### src/include/lbcg_defs.svh
// constants of the low-speed bus clock gate register block
`ifndef LBCG_DEFS_SVH
`define LBCG_DEFS_SVH

`define LBCG_ADDR_W           8
`define LBCG_OFF_GATES        8'h1c
`define LBCG_GATES_RESET      32'h0000_0000
`define LBCG_WRITABLE         32'h3e7e_c83f
`define LBCG_ZERO_WORD        32'h0000_0000
`define LBCG_LANES            4
`define LBCG_LANE_W           8

`define LBCG_BIT_CONVERTER    29
`define LBCG_BIT_POWER        28
`define LBCG_BIT_BACKUP       27
`define LBCG_BIT_CAN_SECOND   26
`define LBCG_BIT_CAN_FIRST    25
`define LBCG_BIT_I2C_SECOND   22
`define LBCG_BIT_I2C_FIRST    21
`define LBCG_BIT_ASYNC_FIFTH  20
`define LBCG_BIT_ASYNC_FOURTH 19
`define LBCG_BIT_SYNC_THIRD   18
`define LBCG_BIT_SYNC_SECOND  17
`define LBCG_BIT_SPI_THIRD    15
`define LBCG_BIT_SPI_SECOND   14
`define LBCG_BIT_WATCHDOG     11
`define LBCG_BIT_TIMER_SIX    5
`define LBCG_BIT_TIMER_ONE    0

`endif

### src/include/lbcg_pkg.sv
// types and lane decoding shared by the clock gate block
package lbcg_pkg;
  `include "lbcg_defs.svh"

  typedef logic [31:0]                  lbcg_word_t;
  typedef logic [`LBCG_ADDR_W-1:0]      lbcg_addr_t;
  typedef logic [`LBCG_LANES-1:0]       lbcg_be_t;

  // widens byte enables into a bit mask
  function automatic lbcg_word_t lbcg_lane_mask(input lbcg_be_t be);
    lbcg_word_t m;
    m = `LBCG_ZERO_WORD;
    for (int i = 0; i < `LBCG_LANES; i++) begin
      m[i*`LBCG_LANE_W +: `LBCG_LANE_W] = {`LBCG_LANE_W{be[i]}};
    end
    return m;
  endfunction : lbcg_lane_mask
endpackage : lbcg_pkg

### src/include/lbcg_core_if.sv
// carrier between bus slave, gate register and clock gates
`timescale 1ns/1ps
interface lbcg_core_if;
  import lbcg_pkg::*;
  logic       wr_hit;
  lbcg_word_t wr_data;
  lbcg_word_t wr_mask;
  lbcg_word_t gates;
  lbcg_word_t gate_on;
  modport bus  (output wr_hit, output wr_data, output wr_mask, input gates);
  modport regs (input wr_hit, input wr_data, input wr_mask, output gates, input gate_on);
  modport gate (input gates, output gate_on);
endinterface : lbcg_core_if

### src/rtl/lbcg_top.sv
// low-speed peripheral bus clock gate register and its gates
`timescale 1ns/1ps
`include "lbcg_defs.svh"
module lbcg_top (
  input  wire logic                 clk_sys_i,
  input  wire logic                 rstn_i,
  input  wire lbcg_pkg::lbcg_addr_t addr_i,
  input  wire lbcg_pkg::lbcg_word_t wdata_i,
  input  wire lbcg_pkg::lbcg_be_t   be_i,
  input  wire logic                 wr_i,
  input  wire logic                 rd_i,
  output lbcg_pkg::lbcg_word_t      rdata_o,
  output lbcg_pkg::lbcg_word_t      low_speed_bus_clock_gates_o,
  output lbcg_pkg::lbcg_word_t      clk_gated_o
);
  import lbcg_pkg::*;

  lbcg_core_if core ();

  lbcg_word_t gates;
  lbcg_word_t next_gates;

  lbcg_bus_slave u_bus (
    .clk_sys_i (clk_sys_i),
    .rstn_i    (rstn_i),
    .addr_i    (addr_i),
    .wdata_i   (wdata_i),
    .be_i      (be_i),
    .wr_i      (wr_i),
    .rd_i      (rd_i),
    .rdata_o   (rdata_o),
    .core      (core.bus)
  );

  lbcg_clock_gate #(
    .N (32)
  ) u_gate (
    .clk_sys_i   (clk_sys_i),
    .rstn_i      (rstn_i),
    .clk_gated_o (clk_gated_o),
    .core        (core.gate)
  );

  // reserved positions are masked on write, so stray ones never reach a gate
  always_comb begin
    next_gates = (gates & ~core.wr_mask) | (core.wr_data & core.wr_mask);
    next_gates = next_gates & `LBCG_WRITABLE;
  end

  always_ff @(posedge clk_sys_i) begin
    if (!rstn_i) begin
      gates <= `LBCG_GATES_RESET;
    end else if (core.wr_hit) begin
      gates <= next_gates;
    end
  end

  assign core.gates = gates;

  // a copy, so software state is visible without a bus read
  always_ff @(posedge clk_sys_i) begin
    if (!rstn_i) begin
      low_speed_bus_clock_gates_o <= `LBCG_GATES_RESET;
    end else if (core.wr_hit) begin
      low_speed_bus_clock_gates_o <= next_gates;
    end
  end

  reset_zero_a: assert property (@(posedge clk_sys_i)
    !rstn_i |=> gates == `LBCG_GATES_RESET && core.gate_on == `LBCG_ZERO_WORD)
    else $error("gate register not zero after reset");

  lane_write_a: assert property (@(posedge clk_sys_i) disable iff (!rstn_i)
    core.wr_hit |=> gates == (($past(gates) & ~$past(core.wr_mask))
                   | ($past(wdata_i) & $past(core.wr_mask) & `LBCG_WRITABLE)))
    else $error("byte lane write wrong");

  reserved_zero_a: assert property (@(posedge clk_sys_i) disable iff (!rstn_i)
    (gates & ~`LBCG_WRITABLE) == `LBCG_ZERO_WORD)
    else $error("reserved bit set");

  hold_value_a: assert property (@(posedge clk_sys_i) disable iff (!rstn_i)
    !core.wr_hit |=> $stable(gates))
    else $error("gate register changed without write");

  converter_gate_a: assert property (@(posedge clk_sys_i) disable iff (!rstn_i)
    core.gate_on[`LBCG_BIT_CONVERTER] == gates[`LBCG_BIT_CONVERTER])
    else $error("converter clock gate mismatch");

  power_gate_a: assert property (@(posedge clk_sys_i) disable iff (!rstn_i)
    core.wr_hit && wdata_i[`LBCG_BIT_POWER] && core.wr_mask[`LBCG_BIT_POWER]
    |=> core.gate_on[`LBCG_BIT_POWER])
    else $error("power unit clock not started");

  backup_gate_a: assert property (@(posedge clk_sys_i) disable iff (!rstn_i)
    core.wr_hit && !wdata_i[`LBCG_BIT_BACKUP] && core.wr_mask[`LBCG_BIT_BACKUP]
    |=> !core.gate_on[`LBCG_BIT_BACKUP])
    else $error("backup interface clock not stopped");

  can_gates_a: assert property (@(posedge clk_sys_i) disable iff (!rstn_i)
    core.gate_on[`LBCG_BIT_CAN_SECOND:`LBCG_BIT_CAN_FIRST]
    == gates[`LBCG_BIT_CAN_SECOND:`LBCG_BIT_CAN_FIRST])
    else $error("CAN clock gates mismatch");

  i2c_gates_a: assert property (@(posedge clk_sys_i) disable iff (!rstn_i)
    core.gate_on[`LBCG_BIT_I2C_SECOND:`LBCG_BIT_I2C_FIRST]
    == gates[`LBCG_BIT_I2C_SECOND:`LBCG_BIT_I2C_FIRST])
    else $error("I2C clock gates mismatch");

  async_gates_a: assert property (@(posedge clk_sys_i) disable iff (!rstn_i)
    core.gate_on[`LBCG_BIT_ASYNC_FIFTH:`LBCG_BIT_ASYNC_FOURTH]
    == low_speed_bus_clock_gates_o[`LBCG_BIT_ASYNC_FIFTH:`LBCG_BIT_ASYNC_FOURTH])
    else $error("async port clock gates mismatch");

  sync_gates_a: assert property (@(posedge clk_sys_i) disable iff (!rstn_i)
    core.gate_on[`LBCG_BIT_SYNC_THIRD:`LBCG_BIT_SYNC_SECOND]
    == low_speed_bus_clock_gates_o[`LBCG_BIT_SYNC_THIRD:`LBCG_BIT_SYNC_SECOND])
    else $error("sync/async port clock gates mismatch");

  spi_gates_a: assert property (@(posedge clk_sys_i) disable iff (!rstn_i)
    core.gate_on[`LBCG_BIT_SPI_THIRD:`LBCG_BIT_SPI_SECOND]
    == gates[`LBCG_BIT_SPI_THIRD:`LBCG_BIT_SPI_SECOND])
    else $error("SPI clock gates mismatch");

  watchdog_gate_a: assert property (@(posedge clk_sys_i) disable iff (!rstn_i)
    !gates[`LBCG_BIT_WATCHDOG] [*2] |-> !core.gate_on[`LBCG_BIT_WATCHDOG])
    else $error("watchdog clock runs while disabled");

  timer_gates_a: assert property (@(posedge clk_sys_i) disable iff (!rstn_i)
    core.gate_on[`LBCG_BIT_TIMER_SIX:`LBCG_BIT_TIMER_ONE]
    == low_speed_bus_clock_gates_o[`LBCG_BIT_TIMER_SIX:`LBCG_BIT_TIMER_ONE])
    else $error("timer clock gates mismatch");

  byte_write_c: cover property (@(posedge clk_sys_i) disable iff (!rstn_i)
    core.wr_hit && $onehot(be_i));
  half_write_c: cover property (@(posedge clk_sys_i) disable iff (!rstn_i)
    core.wr_hit && (be_i == 4'h3 || be_i == 4'hc));
  all_on_c: cover property (@(posedge clk_sys_i) disable iff (!rstn_i)
    gates == `LBCG_WRITABLE);
  gate_off_c: cover property (@(posedge clk_sys_i) disable iff (!rstn_i)
    $fell(core.gate_on[`LBCG_BIT_CONVERTER]));

endmodule : lbcg_top

### src/rtl/lbcg_bus_slave.sv
// register port decode, byte-lane masking and registered read data
`timescale 1ns/1ps
`include "lbcg_defs.svh"
module lbcg_bus_slave (
  input  wire logic            clk_sys_i,
  input  wire logic            rstn_i,
  input  wire lbcg_pkg::lbcg_addr_t addr_i,
  input  wire lbcg_pkg::lbcg_word_t wdata_i,
  input  wire lbcg_pkg::lbcg_be_t   be_i,
  input  wire logic            wr_i,
  input  wire logic            rd_i,
  output lbcg_pkg::lbcg_word_t rdata_o,
  lbcg_core_if.bus             core
);
  import lbcg_pkg::*;

  logic hit;

  always_comb begin
    if (addr_i[`LBCG_ADDR_W-1:2] == (`LBCG_ADDR_W-2)'(`LBCG_OFF_GATES >> 2)) begin
      hit = 1'b1;
    end else begin
      hit = 1'b0;
    end
  end

  assign core.wr_hit  = wr_i & hit;
  assign core.wr_data = wdata_i;
  assign core.wr_mask = lbcg_lane_mask(be_i);

  // unmapped reads and idle cycles answer zero
  always_ff @(posedge clk_sys_i) begin
    if (!rstn_i) begin
      rdata_o <= `LBCG_ZERO_WORD;
    end else if (rd_i && hit) begin
      rdata_o <= core.gates & lbcg_lane_mask(be_i);
    end else begin
      rdata_o <= `LBCG_ZERO_WORD;
    end
  end

  readback_word_a: assert property (@(posedge clk_sys_i) disable iff (!rstn_i)
    (rd_i && hit && be_i == 4'hf) |=> rdata_o == $past(core.gates))
    else $error("read data differ from gate register");

endmodule : lbcg_bus_slave

### src/rtl/lbcg_clock_gate.sv
// glitch-free clock gates, enable retimed on the falling edge
`timescale 1ns/1ps
module lbcg_clock_gate #(
  parameter int N = 32
) (
  input  wire logic         clk_sys_i,
  input  wire logic         rstn_i,
  output logic [N-1:0]      clk_gated_o,
  lbcg_core_if.gate         core
);
  import lbcg_pkg::*;

  // enable moves only while the clock is low, so no pulse is ever cut short
  for (genvar g = 0; g < N; g++) begin : g_gate
    always_ff @(negedge clk_sys_i) begin
      if (!rstn_i) begin
        core.gate_on[g] <= 1'b0;
      end else begin
        core.gate_on[g] <= core.gates[g];
      end
    end
    assign clk_gated_o[g] = clk_sys_i & core.gate_on[g];
  end

  glitch_free_a: assert property (@(posedge clk_sys_i) disable iff (!rstn_i)
    core.gate_on == core.gates)
    else $error("gate enable not settled before rising edge");

endmodule : lbcg_clock_gate

### config.mk
export PLATFORM = sky130hd
export DESIGN_NAME = lbcg_top
export DESIGN_NICKNAME = d
export VERILOG_FILES = /design/src/include/lbcg_pkg.sv /design/src/include/lbcg_core_if.sv /design/src/rtl/lbcg_top.sv /design/src/rtl/lbcg_bus_slave.sv /design/src/rtl/lbcg_clock_gate.sv
export VERILOG_INCLUDE_DIRS = /design/src /design/src/include
export SDC_FILE = /design/constraint.sdc
export NUM_CORES = 1
export LEC_CHECK = 0
export ABC_AREA = 1
export BUFFER_PORTS_ARGS = -buffer_cell sky130_fd_sc_hd__buf_4
export CORE_ASPECT_RATIO = 0.9
export CORE_MARGIN = 10
export CORE_UTILIZATION = 30
export CTS_BUF_LIST = sky130_fd_sc_hd__clkbuf_8 sky130_fd_sc_hd__clkbuf_16
export CTS_CLUSTER_DIAMETER = 150
export DETAILED_ROUTE_END_ITERATION = 8
export GPL_TIMING_DRIVEN = 0
export HOLD_SLACK_MARGIN = 0.08
export MAX_ROUTING_LAYER = met4
export PLACE_DENSITY = 0.62
export SYNTH_ARGS = -nofsm -noshare
export SYNTH_HDL_FRONTEND = slang
export SYNTH_HIERARCHICAL = 1
export SYNTH_SLANG_ARGS = --single-unit
### constraint.sdc
create_clock -name clk_sys_i -period 1.7 [get_ports clk_sys_i]
set_input_delay 0.425 -clock clk_sys_i [delete_from_list [all_inputs] [get_ports clk_sys_i]]
set_output_delay 0.425 -clock clk_sys_i [all_outputs]
set_load 0.005 [all_outputs]
## Word level (Yosys, flattened, before mapping)

Index checks and enable logic that the tools add are counted.

- Magnitude comparators: 0
- Reductions and logical operators: 2
- $add $sub $neg: 0
- Equality and inequality tests: 1
- Multiply operators: 0
- Shift-type cells: 0
- Bitwise logic cells: 26
- Muxes and demuxes: 1
- Div/mod/pow operators: 0

Operator list:

| kind | number |
|---|---|
| 30-bit AND | 2 |
| 30-bit by 32-bit AND with 32-bit output | 1 |
| 30-bit NOT | 1 |
| 30-bit OR | 1 |
| 1-bit AND | 21 |
| 6-bit by 3-bit equality test with 1-bit output (second input constant) | 1 |
| 2-bit AND reduction | 1 |
| 1-bit logical AND | 1 |
| 1-bit two-way mux | 1 |

- Bits in registers: 72
- Bits in latches: 0
- Memories kept: 0
- RAM bits: 0
- Word-level logic and storage cells: 52
- ROM bits: 0
- Input bits: 48

## Longest topological paths before layout

- Depth after elaboration: 4
- Gate-level depth with buffers: 9

## By module

Netlist, hierarchy kept.

Modules (own cells, without submodules):

| module | cells each | seq. area each (um^2) | times used | area each (um^2) |
|---|---|---|---|---|
| lbcg_bus_slave | 176 | 640.6 | 1 | 1546.5 |
| lbcg_clock_gate | 168 | 640.6 | 1 | 1199.9 |
| lbcg_top | 157 | 400.4 | 1 | 994.7 |

==> results_dict.tcl <==
set metrics [dict create \
    status "finished, violations left" \
    violations "setup timing" \
    postLayoutCoreUtil_pct 61.81 \
    end_kind "output pin" \
    final_cell_mix "115 x nand2_1, 114 x buf_6, 86 x inv_1" \
    num_rows 37 \
    initialDrtViolationCount 49 \
    crit_fanout 1 \
    hold_viol 0 \
    drcViolationCount 0 \
    avgViaCountPerCell 3.974 \
    hold_start "be_i[2]" \
    drive_gt1_share_pct 53.70 \
    finalPower_mw 7.922 \
    io_buffers 93 \
    worstSkewPairLatency_ns 1.07 \
    cp_data_arrival_time_ns 2.25 \
    cp.required_ns 1.27 \
    cap_violations 0 \
    antenna_cells 0 \
    hold_depth 6 \
    die_h_microns 123.4 \
    clock_skew_ns 0.2085 \
    vdd_drop_max_uv 627.8 \
    grt_max_degree 15 \
    ant_nets 0 \
    drv_slew 0 \
    finalWorstSetupSlack_ns -0.9797 \
    synthCells 477 \
    nets 825 \
    r2r_end "u_gate/core.gate_on[3]" \
    cp-start-kind "flip-flop" \
    tns_ns -42.40 \
    core_area_sq_um 11530 \
    rsz0062_at_grt "true" \
    place.gp.congestion 0.7324 \
    worst-setup-path-type "reg -> out" \
    cpPeakStageDelay_ns 0.34 \
    pin_count 144 \
    routed-via-count 3736 \
    syn-cell-area_sq_um 3561 \
    syn_to_final_growth_pct 100.1 \
    worstRegToRegCells 4 \
    path_delay_family "flip-flops" \
    ff2ff_setup_slack_ns -0.10 \
    setup_viol 123 \
    path_buf_inv 2 \
    hp-class "in -> reg" \
    slowest_stage "dfxtp_2" \
    grt-ovfl-total 0 \
    p_leak_nw 4.039 \
    dieArea_sq_um 16630 \
    routed_wl_mm 12.10 \
    grt_pass1_wl_mm 18.77 \
    yosys_warnings 6 \
    cts_tree "built" \
    grtUsageTotal_pct 15.00 \
    dpl.hpwl_mm 7.016 \
    final_common_cell "nand2_1" \
    die_x_microns 134.8 \
    post_drt_wl_per_cell_microns 12.88 \
    power_density_nw_per_um2 1112 \
    timing.hold.ws_ns 0.2171 \
    grt_pass1_vias 4464 \
    initial_core_util_pct 30.89 \
    antenna_found_initial 0 \
    drt_first_pass_iters 4 \
    synth_area_per_cell_sq_um 7.465 \
    cp_cell_sequence "nand2_4 > inv_2 > buf_6" \
    clkSlewWorstSetupHoldPaths_ns 0.07 \
]
report_power, final:
group / switching, mW / internal, mW / total [mW]
clock network: 1.98 / 3.65 / 5.64
logic: 0.116 / 0.170 / 0.285
registers: 0.00963 / 1.99 / 2.00
total: 2.11 / 5.82 / 7.92
per-layer routing:
layer	wire length [microns]	GRT usage, %	up-vias
li1	-	-	1856
met1	4321	12.27	1650
met2	6062	21.72	162
met3	1163	10.06	68
met4	555	16.03	0
met5	0	-	-
tightest hold or removal path, stage by stage:
cell and delay (ns):
buf_4 0.08, nand2_1 0.05, nand2_1 0.05, nand2_1 0.05, nor2_1 0.07, dlygate4sd3_1 0.53
per-stage QoR:
stage	cell area (sq um)	setup slack, ns	instances
2_1_floorplan	3692	0.04529	512
3_3_place_gp	4586	-0.1036	761
3_5_place_dp	4586	-0.1060	761
4_1_cts	6777	-0.9739	917
5_1_grt	7126	-1.029	940
6_report	7126	-0.9797	940
timing repair:
item	4_1_cts	5_1_grt
pin swaps	34	1
hold buffers	68	2
hold endpoints to repair	40	18
endpoints found under the setup margin	116	136
gates cloned	0	0
setup buffers	23	28
resized for setup	193	87
worst max-delay path by stage:
stage | from | endpoint | slack, ns | cells after the start
after floorplan | u_gate/core.gate_on[24] | clk_gated_o[24] | 0.05 | 2
after global placement | rstn_i | u_gate/core.gate_on[27] | -0.10 | 4
after detailed placement | rstn_i | u_gate/core.gate_on[27] | -0.11 | 4
after CTS | u_gate/core.gate_on[1] | clk_gated_o[1] | -0.97 | 3
after global routing | u_gate/core.gate_on[1] | clk_gated_o[1] | -1.03 | 3
final | u_gate/core.gate_on[1] | clk_gated_o[1] | -0.98 | 3
area by class of cell:
| class | instances | area [sq um] |
|---|---|---|
| fillers | 956 | 4402 |
| multi-input cells | 271 | 1275 |
| clock buffers | 66 | 1110 |
| repair buffers | 169 | 1712 |
| plain buffers | 68 | 553.0 |
| inverters | 54 | 202.7 |
| well taps | 156 | 195.2 |
| clock inverters | 72 | 299.0 |
| flip-flops and latches | 84 | 1779 |
No activity file was read; power rests on OpenSTA's default activity.
